[config.mk]
export PLATFORM = sky130hd
export DESIGN_NAME = rffs_regulator_fault_flags
export DESIGN_NICKNAME = d
export VERILOG_FILES = /design/src/core/rffs_pkg.sv /design/src/core/rffs_regulator_fault_flags.sv
export SDC_FILE = /design/constraint.sdc
export NUM_CORES = 1
export LEC_CHECK = 0
export ABC_CLOCK_PERIOD_IN_PS = 2700
export BUFFER_PORTS_ARGS = -buffer_cell sky130_fd_sc_hd__clkbuf_2
export CAP_MARGIN = 20
export CELL_PAD_IN_SITES_DETAIL_PLACEMENT = 0
export CELL_PAD_IN_SITES_GLOBAL_PLACEMENT = 1
export CORE_MARGIN = 3
export CORE_UTILIZATION = 35
export CTS_BUF_LIST = sky130_fd_sc_hd__clkbuf_16
export CTS_CLUSTER_DIAMETER = 40
export DETAILED_ROUTE_END_ITERATION = 7
export PLACE_DENSITY = 0.7
export SLEW_MARGIN = 5
export SYNTH_ARGS = -nofsm -noshare
export SYNTH_HDL_FRONTEND = slang
export SYNTH_SLANG_ARGS = --single-unit
export TNS_END_PERCENT = 50
[constraint.sdc]
create_clock -name i_clk_sys -period 2.7 [get_ports i_clk_sys]
set_input_delay 0.27 -clock i_clk_sys [delete_from_list [all_inputs] [get_ports i_clk_sys]]
set_output_delay 0.27 -clock i_clk_sys [all_outputs]
set_load 0.02 [all_outputs]
[src/core/rffs_pkg.sv]
/*
  Package for the regulator fault flag and status block: register offsets,
  field positions, reset values, the sensed-condition carrier and timing.
  Assumes an 8-bit register port driven by the serial interface engine.
*/
package rffs_pkg;

  // ******************************
  // register offsets
  // ******************************
  localparam logic [7:0] OFF_PHASE01_EVENT = 8'h19;
  localparam logic [7:0] OFF_PHASE23_EVENT = 8'h1A;
  localparam logic [7:0] OFF_THERMAL_LIVE = 8'h1B;
  localparam logic [7:0] OFF_PHASE01_LIVE = 8'h1C;
  localparam logic [7:0] OFF_PHASE23_LIVE = 8'h1D;

  // ******************************
  // field positions
  // ******************************
  localparam int unsigned BIT_P0_OVERCURRENT = 0;
  localparam int unsigned BIT_P0_SHORT = 1;
  localparam int unsigned BIT_P0_POWERGOOD = 2;
  localparam int unsigned BIT_P0_ENABLED = 3;
  localparam int unsigned BIT_P1_OVERCURRENT = 4;
  localparam int unsigned BIT_P2_OVERCURRENT = 0;
  localparam int unsigned BIT_P3_OVERCURRENT = 4;
  localparam int unsigned BIT_THERMAL_WARNING = 2;
  localparam int unsigned BIT_THERMAL_SHUTDOWN = 3;

  // writable (sticky) bits of each event register; all others read zero
  localparam logic [7:0] EVENT01_IMPL = 8'h17;
  localparam logic [7:0] EVENT23_IMPL = 8'h11;

  // ******************************
  // reset values
  // ******************************
  localparam logic [7:0] RST_EVENT = 8'h00;
  localparam logic [7:0] RST_RDATA = 8'h00;

  // ******************************
  // timing
  // ******************************
  localparam int unsigned CLK_FREQ_MHZ = 200;
  localparam int unsigned SC_START_TIME_US = 1000;
  localparam int unsigned SC_START_CYCLES = SC_START_TIME_US * CLK_FREQ_MHZ;
  localparam int unsigned SC_CNT_W = 18;

  // ******************************
  // types
  // ******************************
  typedef struct packed {
    logic tdie_sd;
    logic tdie_warn;
    logic phase0_en;
    logic phase0_pg_above;
    logic phase0_above_short;
    logic [3:0] ilim;
  } rffs_sense_t;

  typedef enum logic [3:0] {
    RFFS_SC_OFF = 4'h1,
    RFFS_SC_START = 4'h2,
    RFFS_SC_RUN = 4'h4,
    RFFS_SC_TRIP = 4'h8
  } rffs_sc_state_t;

endpackage

[src/core/rffs_regulator_fault_flags.sv]
/*
  Per-phase sticky event flags and live status bits of a four-phase
  step-down regulator, read and cleared over the internal register port.
  Assumes the sensed analog conditions arrive asynchronously and that the
  mask bits come from the neighbouring mask registers on the same clock.
*/
`timescale 1ns/1ps
`default_nettype none

module rffs_regulator_fault_flags #(
  parameter int unsigned P_SC_START_CYCLES = rffs_pkg::SC_START_CYCLES
) (
  input wire logic i_clk_sys,
  input wire logic i_rst,
  input wire rffs_pkg::rffs_sense_t i_sense,
  input wire logic [7:0] i_mask01,
  input wire logic [7:0] i_mask23,
  input wire logic [7:0] i_addr,
  input wire logic i_wr,
  input wire logic [7:0] i_wdata,
  input wire logic i_rd,
  output logic [7:0] o_rdata,
  output logic o_rvalid,
  output logic [3:0] o_pending,
  output logic o_irq
);

  // ******************************
  // input synchronisers
  // ******************************
  rffs_pkg::rffs_sense_t sense_meta;
  rffs_pkg::rffs_sense_t sense_sync;
  rffs_pkg::rffs_sense_t sense_prev;

  // meta is read only by sync; edges are taken from sync against prev
  always_ff @(posedge i_clk_sys) begin
    sense_meta <= i_sense;
    sense_sync <= sense_meta;
    sense_prev <= sense_sync;
  end

  // ******************************
  // short-circuit supervision
  // ******************************
  rffs_pkg::rffs_sc_state_t sc_state;
  rffs_pkg::rffs_sc_state_t next_sc_state;
  logic [rffs_pkg::SC_CNT_W-1:0] sc_cnt;
  logic [rffs_pkg::SC_CNT_W-1:0] next_sc_cnt;
  logic sc_set;
  localparam logic [rffs_pkg::SC_CNT_W-1:0] SC_LAST =
    rffs_pkg::SC_CNT_W'(P_SC_START_CYCLES - 1);

  always_comb begin
    next_sc_state = sc_state;
    next_sc_cnt = sc_cnt;
    sc_set = 1'b0;
    case (sc_state)
      rffs_pkg::RFFS_SC_OFF: begin
        next_sc_cnt = '0;
        if (sense_sync.phase0_en) begin
          next_sc_state = rffs_pkg::RFFS_SC_START;
        end
      end
      rffs_pkg::RFFS_SC_START: begin
        next_sc_cnt = sc_cnt + 1'b1;
        if (!sense_sync.phase0_en) begin
          next_sc_state = rffs_pkg::RFFS_SC_OFF;
        end else if (sense_sync.phase0_above_short) begin
          next_sc_state = rffs_pkg::RFFS_SC_RUN;
        end else if (sc_cnt == SC_LAST) begin
          sc_set = 1'b1;
          next_sc_state = rffs_pkg::RFFS_SC_TRIP;
        end
      end
      rffs_pkg::RFFS_SC_RUN: begin
        if (!sense_sync.phase0_en) begin
          next_sc_state = rffs_pkg::RFFS_SC_OFF;
        end else if (!sense_sync.phase0_above_short) begin
          sc_set = 1'b1;
          next_sc_state = rffs_pkg::RFFS_SC_TRIP;
        end
      end
      rffs_pkg::RFFS_SC_TRIP: begin
        // one report per enable; a re-enable rearms the supervision
        if (!sense_sync.phase0_en) begin
          next_sc_state = rffs_pkg::RFFS_SC_OFF;
        end
      end
      default: begin
        next_sc_state = rffs_pkg::RFFS_SC_OFF;
      end
    endcase
  end

  always_ff @(posedge i_clk_sys) begin
    if (i_rst) begin
      sc_state <= rffs_pkg::RFFS_SC_OFF;
      sc_cnt <= '0;
    end else begin
      sc_state <= next_sc_state;
      sc_cnt <= next_sc_cnt;
    end
  end

  // ******************************
  // sticky event flags
  // ******************************
  logic [7:0] ev01;
  logic [7:0] ev23;
  logic [7:0] next_ev01;
  logic [7:0] next_ev23;
  logic [7:0] set01;
  logic [7:0] set23;
  logic [7:0] clr01;
  logic [7:0] clr23;
  logic [3:0] ilim_rise;

  always_comb begin
    ilim_rise = sense_sync.ilim & ~sense_prev.ilim;
    set01 = 8'h00;
    set23 = 8'h00;
    set01[rffs_pkg::BIT_P0_OVERCURRENT] = ilim_rise[0];
    set01[rffs_pkg::BIT_P1_OVERCURRENT] = ilim_rise[1];
    set23[rffs_pkg::BIT_P2_OVERCURRENT] = ilim_rise[2];
    set23[rffs_pkg::BIT_P3_OVERCURRENT] = ilim_rise[3];
    set01[rffs_pkg::BIT_P0_POWERGOOD] =
      sense_sync.phase0_pg_above & ~sense_prev.phase0_pg_above;
    set01[rffs_pkg::BIT_P0_SHORT] = sc_set;
    // only ones clear; zeros leave a flag alone
    clr01 = (i_wr && i_addr == rffs_pkg::OFF_PHASE01_EVENT) ? i_wdata : 8'h00;
    clr23 = (i_wr && i_addr == rffs_pkg::OFF_PHASE23_EVENT) ? i_wdata : 8'h00;
    // a new event in the clearing cycle survives the clear
    next_ev01 = ((ev01 & ~clr01) | set01) & rffs_pkg::EVENT01_IMPL;
    next_ev23 = ((ev23 & ~clr23) | set23) & rffs_pkg::EVENT23_IMPL;
  end

  always_ff @(posedge i_clk_sys) begin
    if (i_rst) begin
      ev01 <= rffs_pkg::RST_EVENT;
      ev23 <= rffs_pkg::RST_EVENT;
    end else begin
      ev01 <= next_ev01;
      ev23 <= next_ev23;
    end
  end

  // ******************************
  // summary and interrupt
  // ******************************
  always_comb begin
    o_pending[0] = |ev01[rffs_pkg::BIT_P0_POWERGOOD:rffs_pkg::BIT_P0_OVERCURRENT];
    o_pending[1] = ev01[rffs_pkg::BIT_P1_OVERCURRENT];
    o_pending[2] = ev23[rffs_pkg::BIT_P2_OVERCURRENT];
    o_pending[3] = ev23[rffs_pkg::BIT_P3_OVERCURRENT];
    o_irq = |((ev01 & ~i_mask01) | (ev23 & ~i_mask23));
  end

  // ******************************
  // register read port
  // ******************************
  logic [7:0] live_thermal;
  logic [7:0] live01;
  logic [7:0] live23;
  logic [7:0] next_rdata;

  always_comb begin
    live_thermal = 8'h00;
    live01 = 8'h00;
    live23 = 8'h00;
    live_thermal[rffs_pkg::BIT_THERMAL_SHUTDOWN] = sense_sync.tdie_sd;
    live_thermal[rffs_pkg::BIT_THERMAL_WARNING] = sense_sync.tdie_warn;
    live01[rffs_pkg::BIT_P1_OVERCURRENT] = sense_sync.ilim[1];
    live01[rffs_pkg::BIT_P0_ENABLED] = sense_sync.phase0_en;
    live01[rffs_pkg::BIT_P0_POWERGOOD] = ~sense_sync.phase0_pg_above;
    live01[rffs_pkg::BIT_P0_OVERCURRENT] = sense_sync.ilim[0];
    live23[rffs_pkg::BIT_P3_OVERCURRENT] = sense_sync.ilim[3];
    live23[rffs_pkg::BIT_P2_OVERCURRENT] = sense_sync.ilim[2];
    case (i_addr)
      rffs_pkg::OFF_PHASE01_EVENT: next_rdata = ev01;
      rffs_pkg::OFF_PHASE23_EVENT: next_rdata = ev23;
      rffs_pkg::OFF_THERMAL_LIVE: next_rdata = live_thermal;
      rffs_pkg::OFF_PHASE01_LIVE: next_rdata = live01;
      rffs_pkg::OFF_PHASE23_LIVE: next_rdata = live23;
      default: next_rdata = 8'h00;
    endcase
  end

  always_ff @(posedge i_clk_sys) begin
    if (i_rst) begin
      o_rdata <= rffs_pkg::RST_RDATA;
      o_rvalid <= 1'b0;
    end else begin
      o_rvalid <= i_rd;
      if (i_rd) begin
        o_rdata <= next_rdata;
      end
    end
  end

  // ******************************
  // assertions
  // ******************************
  a_ilim_latch: assert property (@(posedge i_clk_sys) disable iff (i_rst)
    $rose(sense_sync.ilim[0]) |=> ev01[rffs_pkg::BIT_P0_OVERCURRENT])
    else $error("phase0 overcurrent edge not latched");

  a_w1c_clear: assert property (@(posedge i_clk_sys) disable iff (i_rst)
    (i_wr && i_addr == rffs_pkg::OFF_PHASE23_EVENT && i_wdata[4] && !ilim_rise[3])
      |=> !ev23[rffs_pkg::BIT_P3_OVERCURRENT])
    else $error("phase3 overcurrent flag not cleared by one");

  a_pg_sticky: assert property (@(posedge i_clk_sys) disable iff (i_rst)
    ($rose(sense_sync.phase0_pg_above) ##1 (!(i_wr && i_addr == rffs_pkg::OFF_PHASE01_EVENT))[*3])
      |-> ev01[rffs_pkg::BIT_P0_POWERGOOD])
    else $error("power-good flag lost without clear");

  a_sc_drop: assert property (@(posedge i_clk_sys) disable iff (i_rst)
    (sc_state == rffs_pkg::RFFS_SC_RUN && sense_sync.phase0_en
      && !sense_sync.phase0_above_short) |=> ev01[rffs_pkg::BIT_P0_SHORT]
      && sc_state == rffs_pkg::RFFS_SC_TRIP)
    else $error("short drop not flagged");

  a_sc_timeout: assert property (@(posedge i_clk_sys) disable iff (i_rst)
    (sc_state == rffs_pkg::RFFS_SC_START && sc_cnt < SC_LAST) |-> !sc_set)
    else $error("start timeout flagged early");

  a_thermal_live: assert property (@(posedge i_clk_sys) disable iff (i_rst)
    (i_rd && i_addr == rffs_pkg::OFF_THERMAL_LIVE) |=>
      o_rvalid && o_rdata == {4'h0, $past(sense_sync.tdie_sd), $past(sense_sync.tdie_warn), 2'h0})
    else $error("thermal status read wrong");

  a_phase01_live: assert property (@(posedge i_clk_sys) disable iff (i_rst)
    (i_rd && i_addr == rffs_pkg::OFF_PHASE01_LIVE) |=>
      o_rdata[2] != $past(sense_sync.phase0_pg_above) && o_rdata[7:5] == 3'h0)
    else $error("power-good live bit not inverted");

  a_pending_clear: assert property (@(posedge i_clk_sys) disable iff (i_rst)
    (ev01 == 8'h00) |-> !o_pending[0] && !o_pending[1])
    else $error("pending bit stuck after clear");

  a_mask_gate: assert property (@(posedge i_clk_sys) disable iff (i_rst)
    (((ev01 & ~i_mask01) | (ev23 & ~i_mask23)) == 8'h00) |-> !o_irq)
    else $error("masked event raised interrupt");

  // judged one edge after each reset edge, so the very first edge sees no unset flags
  a_reserved_zero: assert property (@(posedge i_clk_sys)
    i_rst |=> ev01 == rffs_pkg::RST_EVENT && ev23 == rffs_pkg::RST_EVENT && !o_rvalid)
    else $error("flags not zero after reset");

  c_ilim_event: cover property (@(posedge i_clk_sys) disable iff (i_rst)
    $rose(ev23[rffs_pkg::BIT_P2_OVERCURRENT]));
  c_sc_timeout: cover property (@(posedge i_clk_sys) disable iff (i_rst)
    sc_set && sc_state == rffs_pkg::RFFS_SC_START);
  c_set_on_clear: cover property (@(posedge i_clk_sys) disable iff (i_rst)
    (clr01 & set01) != 8'h00);
  c_irq: cover property (@(posedge i_clk_sys) disable iff (i_rst) $rose(o_irq));

endmodule

`default_nettype wire

==> flow_summary.ini <==
[status]
status = finished, final reports clean

[floorplanning]
start_util_pct = 36.68
die_x_um = 88.05
core-area_um2 = 6422
die_y_um = 88.05
rows = 29
die_area_um2 = 7752
design.portCount = 59

[min_path]
min_from = i_sense[8]
hp-class = in -> reg
whs_path_depth = 1
hold_end = sense_meta[8]

[drt]
routed_wl_um = 5264
dr.pass1.iters = 4
drt-initial-drc-count = 138
dr_total_vias = 1929
drcViolationCount = 0
via_per_inst = 5.117
drtAntennaViolNets = 0
wl_per_cell_um = 13.96

[synthesis]
synth_xor_area_share_pct = 0.3717
synth_compound_area_share_pct = 17.10
synth_common_cells = 57 x dfxtp_1, 22 x a21oi_1, 18 x nand2_1
synth_area_leaders = dfxtp_1 48%, a21oi_1 4.7%, nand2_1 2.9%, nor2_1 2.7%, o21ai_0 2.1%
ys_ff_latch = 57
postSynth.asyncResetShare_pct = 0
synthAdderAreaFrac_pct = 0.5311
ys_warn_count = 0
synthMuxAreaShare_pct = 3.186
post-synth-top-count-cell = dfxtp_1
syn_inst = 255
ys_seq_area_share_pct = 48.43
syn_avg_cell_area_um2 = 9.239
synthSimpleGateAreaFrac_pct = 25.01
synth_edf_count = 0
synth_top_family_by_area = simple AND/OR/NAND/NOR gates
synth_cell_types = 51
synth_top_area_share_pct = 48.43
synth_ff_type = dfxtp_1
yosysTopAreaCell = dfxtp_1
syn_area_um2 = 2356

[setup_path]
worstReg2RegEnd = sc_cnt[9]
reg2regPathDepth = 4
crit_required_ps = 2940
crit_fanout = 8
crit_type = reg -> reg
crit_path_end_kind = flip-flop
crit_arrival_ps = 2220
worstSetupStartpointType = flip-flop
r2r_start = sc_state[1]
ff2ff_setup_slack_ps = 720

[global_route]
grt_overflow = 0
grt_pass1_wl_um = 8576
grt_max_degree = 32
antenna_found_initial = 0
grt_usage_pct = 14.50
grt_pass1_vias = 1786

[clocking]
root_buffer = clkbuf_16
postCtsSetupBuffers = 0
cts_tree = done
cts_resized = 0
cts_hold_buffers = 0
clock_path_buffers = 2
clkLatencyLatePin_ps = 320
clk_pin_slew_ps = 60
clock-sinks = 57
cts_inserted_buffers = 9
htree_levels = 3

[sta]
skew_ps = 6.394
slew_headroom_pct = 54.81
period_needed_ps = 1980
tns_ps = 0
hold_violations = 0
slew_violations = 0
worst_slack_ps = 719.5
worst_pin_slew_ps = 677.8
rsz0062_at_grt = no
setup_viol = 0
min_period_over_period_pct = 73.35
hold_slack_ps = 40.56
fmax_mhz = 504.9

[placed_design]
pre_cts_ws_ps = 715.8
dp_cells = 361
place_area_um2 = 2599
gp_congestion = 0.7893
hpwlAfterDp_um = 3732
portBuffers = 41

[finish]
fin_util_pct = 45.57
num_antenna_cells = 0
stdcell_area_um2 = 2927
drive_gt1_share_pct = 24.33
fin_cells = 377
finalNetCount = 341
areaGrowthSynthToFinish_pct = 24.22

[power_and_ir_drop]
leakage_nw = 1.127
peakVddDrop_mv = 0.4871
p_total_mw = 2.263
power_density_nw_per_um2 = 773.3

[job]
drv_cap = 0
## critical path, cell delays in order, from the launching register on
cell and delay [ps]:
dfxtp_1 460, nor4b_4 500, nand4_1 390, or3_1 410, a21oi_1 150
## cell families (layout without fill, tap and decap cells)
kind of cell	after synthesis	in the layout
buffers and inverters	27	70
other	1	3
adders and majority gates	1	1
muxes	7	7
xor gates and xnor gates	1	1
AOI/OAI and AO/OA	63	63
DFF	57	57
and+or+nand+nor	98	98
## placed cells by master (no fill, tap or decap), types with 4 or more instances in the layout
cell       count
a21oi_1       22
a31oi_1        4
clkbuf_16      9
clkbuf_2      41
dfxtp_1       57
inv_1         11
mux2_2         4
nand2_1       18
nand2b_1       6
nand3_1        9
nand4_1        4
nor2_1        17
nor2b_1        4
nor3_1         4
nor3b_1        5
o211ai_1       4
o21ai_0       10
or3_1          8
## per-layer routing
metal	global-route usage, %	vias up	wire length [µm]
met3	4.704	12	216
met1	19.68	878	2599
met5	0	-	0
met4	6.868	0	119
li1	-	1007	-
met2	20.75	32	2329
## worst max-delay path by stage
stage	start	end	slack, ps	cells after the start
3_5_place_dp	sc_state[1]	sc_cnt[9]	720	4
2_1_floorplan	sc_state[3]	sc_cnt[17]	1010	6
6_report	sc_state[1]	sc_cnt[9]	720	4
5_1_grt	sc_state[1]	sc_cnt[9]	540	4
3_3_place_gp	sc_state[3]	sc_cnt[11]	750	4
4_1_cts	sc_state[1]	sc_cnt[9]	710	4
## layout make-up
| class | count | area [µm²] |
|---|---|---|
| fillers | 640 | 3496 |
| flip-flops and latches | 57 | 1141 |
| multi-input cells | 173 | 1100 |
| clock buffers | 9 | 225.2 |
| repair buffers | 43 | 220.2 |
| clock inverters | 7 | 102.6 |
| well taps | 77 | 96.34 |
| inverters | 11 | 41.29 |
## registers in the layout, indices dropped and copies added (netlist names)
signal	count
live23	2
sense_prev	5
ev23	2
live_thermal	2
o_rvalid	1
sc_state	4
sense_sync	2
sense_meta	9
ev01	4
sc_cnt	18
o_rdata	5
live01	3
## where the power goes
| part | total [mW] | switching [mW] | internal [mW] |
|---|---|---|---|
| logic | 0.141 | 0.0810 | 0.0597 |
| clock network | 1.23 | 0.416 | 0.816 |
| registers | 0.890 | 0.0195 | 0.871 |
Power figures use the tool's default switching activity.
